$ cat config.mk
export PLATFORM = sky130hd
export DESIGN_NAME = in_system_flash_programmer
export DESIGN_NICKNAME = d
export VERILOG_FILES = /design/src/include/flash_prog_pkg.sv /design/src/hw/in_system_flash_programmer.sv
export SDC_FILE = /design/constraint.sdc
export NUM_CORES = 1
export LEC_CHECK = 0
export BUFFER_PORTS_ARGS = -buffer_cell sky130_fd_sc_hd__buf_2
export CAP_MARGIN = 20
export CELL_PAD_IN_SITES_DETAIL_PLACEMENT = 1
export CELL_PAD_IN_SITES_GLOBAL_PLACEMENT = 1
export CORE_ASPECT_RATIO = 1.75
export CORE_MARGIN = 3
export CORE_UTILIZATION = 44
export CTS_BUF_LIST = sky130_fd_sc_hd__clkbuf_8
export DETAILED_ROUTE_END_ITERATION = 10
export PLACE_DENSITY_LB_ADDON = 0.1
export SYNTH_ARGS = -nofsm -noshare
export SYNTH_HDL_FRONTEND = slang
export SYNTH_SLANG_ARGS = --single-unit
$ cat constraint.sdc
create_clock -name clk_i -period 5.2 [get_ports clk_i]
set_input_delay 1.04 -clock clk_i [delete_from_list [all_inputs] [get_ports clk_i]]
set_output_delay 1.04 -clock clk_i [all_outputs]
set_load 0.01 [all_outputs]
$ cat src/include/flash_prog_pkg.sv
package flash_prog_pkg;

	// ==========================================
	// Register map (byte addresses, one word each)
	localparam logic [7:0] CHIP_CONTROL_OFS  = 8'h00;
	localparam logic [7:0] FLASH_ADDR_HI_OFS = 8'h04;
	localparam logic [7:0] FLASH_ADDR_LO_OFS = 8'h08;
	localparam logic [7:0] FLASH_DATA_OFS    = 8'h0c;
	localparam logic [7:0] FLASH_CMD_OFS     = 8'h10;
	localparam logic [7:0] FLASH_TRIG_OFS    = 8'h14;
	localparam logic [7:0] UNLOCK_OFS        = 8'h18;
	localparam logic [7:0] STATUS_OFS        = 8'h1c;

	// ==========================================
	// Field positions and reset values
	localparam int          PROG_ENABLE_BIT = 0;
	localparam int          FLASH_GO_BIT    = 0;
	localparam int          BUSY_BIT        = 0;
	localparam int          REFUSED_BIT     = 1;
	localparam logic [7:0]  BYTE_RESET      = 8'h00;

	// ==========================================
	// Unlock keys written in order to the unlock register
	localparam logic [7:0] UNLOCK_KEY1 = 8'haa;
	localparam logic [7:0] UNLOCK_KEY2 = 8'h55;

	// ==========================================
	// Command codes (arbitrary neutral encodings)
	localparam logic [7:0] CMD_ERASE   = 8'h22;
	localparam logic [7:0] CMD_PROGRAM = 8'h21;
	localparam logic [7:0] CMD_VERIFY  = 8'h00;

	// ==========================================
	// Flash timing, in nanoseconds at a 40 ns clock
	localparam int CLK_NS       = 40;
	localparam int SETUP_NS     = 200;
	localparam int PUMP_NS      = 1000;
	localparam int PROG_NS      = 20000;
	localparam int ERASE_NS     = 5000000;
	localparam int VERIFY_NS    = 400;
	localparam int SETUP_CYC    = (SETUP_NS + CLK_NS - 1) / CLK_NS;
	localparam int PUMP_CYC     = (PUMP_NS + CLK_NS - 1) / CLK_NS;
	localparam int PROG_CYC     = (PROG_NS + CLK_NS - 1) / CLK_NS;
	localparam int ERASE_CYC    = (ERASE_NS + CLK_NS - 1) / CLK_NS;
	localparam int VERIFY_CYC   = (VERIFY_NS + CLK_NS - 1) / CLK_NS;

	// ==========================================
	// Sequencer states
	typedef enum logic [2:0] {
		ST_IDLE,
		ST_SETUP,
		ST_PUMP,
		ST_ACTION,
		ST_RELEASE
	} seq_state_t;

	// Signals towards the flash array
	typedef struct packed {
		logic [15:0] addr;
		logic [7:0]  wdata;
		logic        pump_on;
		logic        erase;
		logic        prog;
		logic        read;
	} flash_ctrl_t;

endpackage : flash_prog_pkg

$ cat src/hw/in_system_flash_programmer.sv
`timescale 1ns/10ps
`default_nettype none

// How it works
// - Operations need prog_enable, written under unlock
// - Sixteen-bit address from high and low registers
// - Loaded command acts on loaded data byte
// - Setting go bit starts the operation
// - Go bit writes need the unlock sequence
// - Program counter held during operation
// - Automation drives pump and flash timing
// - Program counter released on completion
// - Go bit cleared by hardware on completion
// - Erase, program, verify; repeatable per load
module in_system_flash_programmer
	import flash_prog_pkg::*;
#(
	parameter int ERASE_CYCLES = ERASE_CYC
) (
	input  wire logic        clk_i,
	input  wire logic        rst_i,
	input  wire logic        wb_cyc_i,
	input  wire logic        wb_stb_i,
	input  wire logic        wb_we_i,
	input  wire logic [7:0]  wb_adr_i,
	input  wire logic [3:0]  wb_sel_i,
	input  wire logic [31:0] wb_dat_i,
	output logic      [31:0] wb_dat_o,
	output logic             wb_ack_o,
	output logic             wb_err_o,
	output logic             cpu_hold_o,
	output var flash_ctrl_t  flash_ctrl_o,
	input  wire logic [7:0]  flash_rdata_i
);

	// ==========================================
	// Bus decode
	logic        req;
	logic        wr;
	logic        mapped;
	logic [7:0]  wbyte;

	assign req    = wb_cyc_i & wb_stb_i & ~wb_ack_o & ~wb_err_o;
	assign wr     = req & wb_we_i & wb_sel_i[0];
	assign wbyte  = wb_dat_i[7:0];

	// Address decode used for the answer choice
	function automatic logic is_mapped(input logic [7:0] a);
		case (a)
			CHIP_CONTROL_OFS, FLASH_ADDR_HI_OFS, FLASH_ADDR_LO_OFS, FLASH_DATA_OFS,
			FLASH_CMD_OFS, FLASH_TRIG_OFS, UNLOCK_OFS, STATUS_OFS: is_mapped = 1'b1;
			default: is_mapped = 1'b0;
		endcase
	endfunction

	assign mapped = is_mapped(wb_adr_i);

	// ==========================================
	// Register and sequencer state
	logic        prog_enable;
	logic [7:0]  flash_addr_high;
	logic [7:0]  flash_addr_low;
	logic [7:0]  flash_data_reg;
	logic [7:0]  flash_command_reg;
	logic        flash_go;
	logic [1:0]  unlock_stage;
	logic        refused;
	logic [7:0]  read_back;
	logic [31:0] dat_q;
	logic        ack_q;
	logic        err_q;
	seq_state_t  state;
	logic [31:0] count;

	logic        next_prog_enable;
	logic [7:0]  next_flash_addr_high;
	logic [7:0]  next_flash_addr_low;
	logic [7:0]  next_flash_data_reg;
	logic [7:0]  next_flash_command_reg;
	logic        next_flash_go;
	logic [1:0]  next_unlock_stage;
	logic        next_refused;
	logic [7:0]  next_read_back;
	logic [31:0] next_dat_q;
	logic        next_ack_q;
	logic        next_err_q;
	seq_state_t  next_state;
	logic [31:0] next_count;
	logic        protected_ok;
	logic        start;
	logic        done;
	logic        cmd_ok;
	logic [31:0] action_len;

	// Unlock window is open only after both keys in sequence
	assign protected_ok = (unlock_stage == 2'd2);

	// Command validity and action length
	always_comb begin
		cmd_ok     = 1'b1;
		action_len = 32'(VERIFY_CYC);
		case (flash_command_reg)
			CMD_ERASE:   action_len = 32'(ERASE_CYCLES);
			CMD_PROGRAM: action_len = 32'(PROG_CYC);
			CMD_VERIFY:  action_len = 32'(VERIFY_CYC);
			default:     cmd_ok = 1'b0;
		endcase
	end

	// ==========================================
	// Register next values
	always_comb begin
		next_prog_enable       = prog_enable;
		next_flash_addr_high   = flash_addr_high;
		next_flash_addr_low    = flash_addr_low;
		next_flash_data_reg    = flash_data_reg;
		next_flash_command_reg = flash_command_reg;
		next_flash_go          = flash_go;
		next_unlock_stage      = unlock_stage;
		next_refused           = refused;
		next_read_back         = read_back;
		start                  = 1'b0;
		next_dat_q             = 32'h0000_0000;
		next_ack_q             = req & mapped;
		next_err_q             = req & ~mapped;

		if (wr && protected_ok) begin
			next_unlock_stage = 2'd0;
		end
		if (wr && wb_adr_i == UNLOCK_OFS) begin
			if (wbyte == UNLOCK_KEY1) begin
				next_unlock_stage = 2'd1;
			end else if (wbyte == UNLOCK_KEY2 && unlock_stage == 2'd1) begin
				next_unlock_stage = 2'd2;
			end else begin
				next_unlock_stage = 2'd0;
			end
		end else if (wr && unlock_stage == 2'd1) begin
			next_unlock_stage = 2'd0;
		end

		if (wr && state == ST_IDLE) begin
			case (wb_adr_i)
				CHIP_CONTROL_OFS: begin
					if (protected_ok) begin
						next_prog_enable = wbyte[PROG_ENABLE_BIT];
					end
				end
				FLASH_ADDR_HI_OFS: next_flash_addr_high = wbyte;
				FLASH_ADDR_LO_OFS: next_flash_addr_low = wbyte;
				FLASH_DATA_OFS: next_flash_data_reg = wbyte;
				FLASH_CMD_OFS: next_flash_command_reg = wbyte;
				FLASH_TRIG_OFS: begin
					if (wbyte[FLASH_GO_BIT]) begin
						if (protected_ok && prog_enable && cmd_ok) begin
							next_flash_go = 1'b1;
							start         = 1'b1;
							next_refused  = 1'b0;
						end else begin
							next_refused = 1'b1;
						end
					end
				end
				default: ;
			endcase
		end

		// Verify result captured from array at end of read
		if (done && flash_command_reg == CMD_VERIFY) begin
			next_read_back = flash_rdata_i;
		end
		if (done) begin
			next_flash_go = 1'b0;
		end

		// Read data mux
		case (wb_adr_i)
			CHIP_CONTROL_OFS:  next_dat_q[PROG_ENABLE_BIT] = prog_enable;
			FLASH_ADDR_HI_OFS: next_dat_q[7:0] = flash_addr_high;
			FLASH_ADDR_LO_OFS: next_dat_q[7:0] = flash_addr_low;
			FLASH_DATA_OFS:    next_dat_q[7:0] = (flash_command_reg == CMD_VERIFY) ?
			                                     read_back : flash_data_reg;
			FLASH_CMD_OFS:     next_dat_q[7:0] = flash_command_reg;
			FLASH_TRIG_OFS:    next_dat_q[FLASH_GO_BIT] = flash_go;
			STATUS_OFS: begin
				next_dat_q[BUSY_BIT]    = (state != ST_IDLE);
				next_dat_q[REFUSED_BIT] = refused;
			end
			default: ;
		endcase
	end

	// ==========================================
	// Sequencer next state
	always_comb begin
		next_state = state;
		next_count = count;
		done       = 1'b0;
		case (state)
			ST_IDLE: begin
				if (start) begin
					next_state = ST_SETUP;
					next_count = 32'(SETUP_CYC);
				end
			end
			ST_SETUP: begin
				if (count <= 32'd1) begin
					next_state = ST_PUMP;
					next_count = 32'(PUMP_CYC);
				end else begin
					next_count = count - 32'd1;
				end
			end
			ST_PUMP: begin
				if (count <= 32'd1) begin
					next_state = ST_ACTION;
					next_count = action_len;
				end else begin
					next_count = count - 32'd1;
				end
			end
			ST_ACTION: begin
				if (count <= 32'd1) begin
					next_state = ST_RELEASE;
					next_count = 32'd0;
					done       = 1'b1;
				end else begin
					next_count = count - 32'd1;
				end
			end
			ST_RELEASE: next_state = ST_IDLE;
			default: begin
				next_state = ST_IDLE;
				next_count = 32'd0;
			end
		endcase
	end

	// ==========================================
	// State registers
	always_ff @(posedge clk_i) begin
		if (rst_i) begin
			prog_enable       <= 1'b0;
			flash_addr_high   <= BYTE_RESET;
			flash_addr_low    <= BYTE_RESET;
			flash_data_reg    <= BYTE_RESET;
			flash_command_reg <= BYTE_RESET;
			flash_go          <= 1'b0;
			unlock_stage      <= 2'd0;
			refused           <= 1'b0;
			read_back         <= BYTE_RESET;
			dat_q             <= 32'h0000_0000;
			ack_q             <= 1'b0;
			err_q             <= 1'b0;
			state             <= ST_IDLE;
			count             <= 32'd0;
		end else begin
			prog_enable       <= next_prog_enable;
			flash_addr_high   <= next_flash_addr_high;
			flash_addr_low    <= next_flash_addr_low;
			flash_data_reg    <= next_flash_data_reg;
			flash_command_reg <= next_flash_command_reg;
			flash_go          <= next_flash_go;
			unlock_stage      <= next_unlock_stage;
			refused           <= next_refused;
			read_back         <= next_read_back;
			dat_q             <= next_dat_q;
			ack_q             <= next_ack_q;
			err_q             <= next_err_q;
			state             <= next_state;
			count             <= next_count;
		end
	end

	// ==========================================
	// Outputs
	assign wb_dat_o = dat_q;
	assign wb_ack_o = ack_q;
	assign wb_err_o = err_q;

	assign cpu_hold_o = flash_go;

	always_comb begin
		flash_ctrl_o.addr    = {flash_addr_high, flash_addr_low};
		flash_ctrl_o.wdata   = flash_data_reg;
		flash_ctrl_o.pump_on = (state == ST_PUMP) ||
		                       ((state == ST_ACTION) && flash_command_reg != CMD_VERIFY);
		flash_ctrl_o.erase   = (state == ST_ACTION) && (flash_command_reg == CMD_ERASE);
		flash_ctrl_o.prog    = (state == ST_ACTION) && (flash_command_reg == CMD_PROGRAM);
		flash_ctrl_o.read    = (state == ST_ACTION) && (flash_command_reg == CMD_VERIFY);
	end

endmodule // in_system_flash_programmer

`default_nettype wire

==> impl_metrics.ini <==
[final_layout]
drive_gt1_frac = 0.1688
finish.net_count = 694
instances_no_fill = 770
syn2layout_area_growth_pct = 10.54
postLayoutCellArea_um2 = 5448
fin_util = 0.5034
top_register = count
diodes = 0
largest_register_ffs = 32

[floorplan]
core_area_um2 = 10820
ios = 120
rows = 50
die_area_um2 = 12560
die_y_um = 146.0
start_util = 0.4554
die_x_um = 86.01

[setup_path]
end_kind = flop
critPathLaunchType = input port
worst-r2r-cell-count = 6
cpPeakStageDelay_ns = 0.78
endpoint = flash_data_reg[2]
worstPathArrival_ns = 3.66
crit_required_ns = 5.51
path_class = input port to flop
regToRegEndpoint = count[2]
crit_fanout = 17
reg2reg_setup_slack_ns = 2.15
worstPathCellList = buf_2 > nor3_1 > nand3_1 > nor2_1 > nand2_1 > a21oi_1
critPathLaunch = wb_adr_i[5]
r2r_start = count[4]
crit_slowest_cell = nor3_1

[sta]
hold_violations = 0
setup_violations = 0
fin_crit_ns = 3.345
finalSetupTns_ns = 0
drv_slew = 0
finClkSkew_ns = 0.006903
max_freq_ghz = 0.2989
worst-slew-pin-transition_ns = 0.9936
slew_headroom = 0.3352
fin_crit_sh = 0.6433
rsz0062_at_grt = false

[synthesis]
synth_fa_ha_area_frac = 0.005077
synth_edf_count = 0
synth_cells = 592
synth_top_family_by_area = simple AND/OR/NAND/NOR gates
synth_xor_area_frac = 0.01066
synth.avg_cell_area_um2 = 8.325
synth_flop_cell = dfxtp_1
ys_seq_area_frac = 0.3656
synthesis.area_um2 = 4928
ys_types = 66
yosys_warnings = 0
synth_compound_area_frac = 0.1716
synthMuxAreaShare = 0.09165
synth-simple-area-share = 0.2785
ys_ff_latch = 90
synthArstFlopShare = 0

[power]
ir_worst_vdd_v = 0.0002418
p_per_area_nw_per_um2 = 290.4
p_leak_nw = 2.204

[placement]
place_area_um2 = 5235
dpl.cell_count = 754
port_buffers = 68
gp_congestion = 0.8761
dp.final_hpwl_um = 12610

[cts]
path_clk_slew_ns = 0.10
htreeDepth = 3
post-cts-setup-buffers = 0
cts_buffers = 9
cts_buffer_depth = 2
postCtsHoldBufs = 0
cts_sinks = 90
cts_resized = 0
tritoncts = yes
root_buffer = clkbuf_8
clkLatencyLatePin_ns = 0.38

[routing]
drtPass1Iterations = 5
routedWlPerCell_um = 21.84
vias = 4839
wirelength_um = 16820
drtIter0Drc = 251
drc_errors = 0
final_antenna_net_count = 0
viasPerCell = 6.284

[global_routing]
gr-usage-all-layers = 0.2687
grt-ovfl-total = 0
grt_pass1_vias = 5024
grt_first_pass_wirelength_um = 26650
grt_max_degree = 49
grt_antenna_before_repair = 0

[job]
cap_viol_max_count = 0

[outcome]
status = finished, final reports clean

[min_path]
hold_path_startpoint = flash_data_reg[4]
hp-class = flop to flop
[worst min path at each step]
stage,endpoint,slack (ns),depth (start not counted)
3_3_place_gp,count[17],0.47,2
3_5_place_dp,flash_data_reg[4],0.48,2
4_1_cts,flash_data_reg[4],0.50,2
2_1_floorplan,count[13],0.45,1
6_report,flash_data_reg[4],0.50,2
5_1_grt,count[17],0.51,2
[Yosys cell counts (3+ instances only)]
cell       instances  share of area
and2_1             8          0.010
o31ai_1            3         0.0046
a22oi_1            5         0.0076
nand3_1           39          0.040
nand2_1           37          0.028
nor3_1            24          0.024
nand4_1           15          0.019
xor2_1             4         0.0071
or4_1              7          0.011
nand3b_1           6         0.0091
nor2b_1            5         0.0063
nor4bb_1           4         0.0081
nor2_1            61          0.046
o211ai_1          14          0.021
buf_1              3         0.0023
a211oi_1           4         0.0061
or3_1             10          0.013
and4_1             3         0.0053
clkbuf_1          36          0.027
buf_2              3         0.0030
or2_2              6         0.0076
mux2i_1           44          0.089
nor4_1            13          0.017
a21oi_1           13          0.013
a21o_1             4         0.0061
o2111ai_1          6          0.011
dfxtp_1           90           0.37
o21ai_0           21          0.021
buf_4             24          0.037
inv_1              6         0.0046
a41oi_1            3         0.0053
a211o_1            4         0.0071
nand4b_1           3         0.0053
a31oi_1           17          0.022
[worst max-delay path, delay by kind of cell]
kind / cells / cell delay (ns)
AOI/OAI and AO/OA: 1 / 0.14
and+or+nand+nor: 4 / 2.38
buffers and inverters: 1 / 0.10
[power by group]
part | internal, mW | switching (mW) | total [mW]
sequential | 0.697 | 0.0128 | 0.710
clock | 0.241 | 0.286 | 0.528
combinational | 0.0929 | 0.251 | 0.344
[layout by cell type, fill, tap and decap left out, drive strengths merged, types with 17 or more instances in the layout]
master | synthesis | final
nand2 | 37 | 37
buf | 31 | 76
nand3 | 39 | 39
o21ai | 21 | 21
a31oi | 17 | 17
mux2i | 44 | 44
nor3 | 25 | 25
dfxtp | 90 | 90
conb | 1 | 24
nor2 | 61 | 61
[layer usage]
metal	vias to the layer above	track usage	part of all wire
met5	-	0	0
met4	0	0.1506	0.050
met3	53	0.03853	0.037
met2	144	0.4946	0.55
met1	2389	0.2812	0.37
li1	2253	-	-
[stage by stage]
stage	worst slack [ns]	hold WS, ns	power (mW)
floorplan	2.199	0.4531	0.9603
global placement	1.580	0.4729	1.054
detailed placement	1.540	0.4810	1.062
CTS	1.923	0.4972	1.582
global route	1.612	0.5116	1.638
finish	1.855	0.4997	1.582
[kinds of logic after synthesis]
family,count (synthesis)
AOI/OAI and AO/OA,119
xor gates and xnor gates,6
adders and majority gates,2
buffers and inverters,73
DFF,90
muxes,45
other,1
and+or+nand+nor,256
[layout make-up]
cell class                      count  area [um2]
Multi-Input combinational cell    452        2848
Clock buffer                       10       137.6
Inverter                            6       22.52
Sequential cell                    90        1802
Tap cell                          130       162.7
Timing Repair Buffer               76       400.4
Fill cell                        1377        5375
Clock inverter                      6       75.07
(Power assumes the default switching activity.)
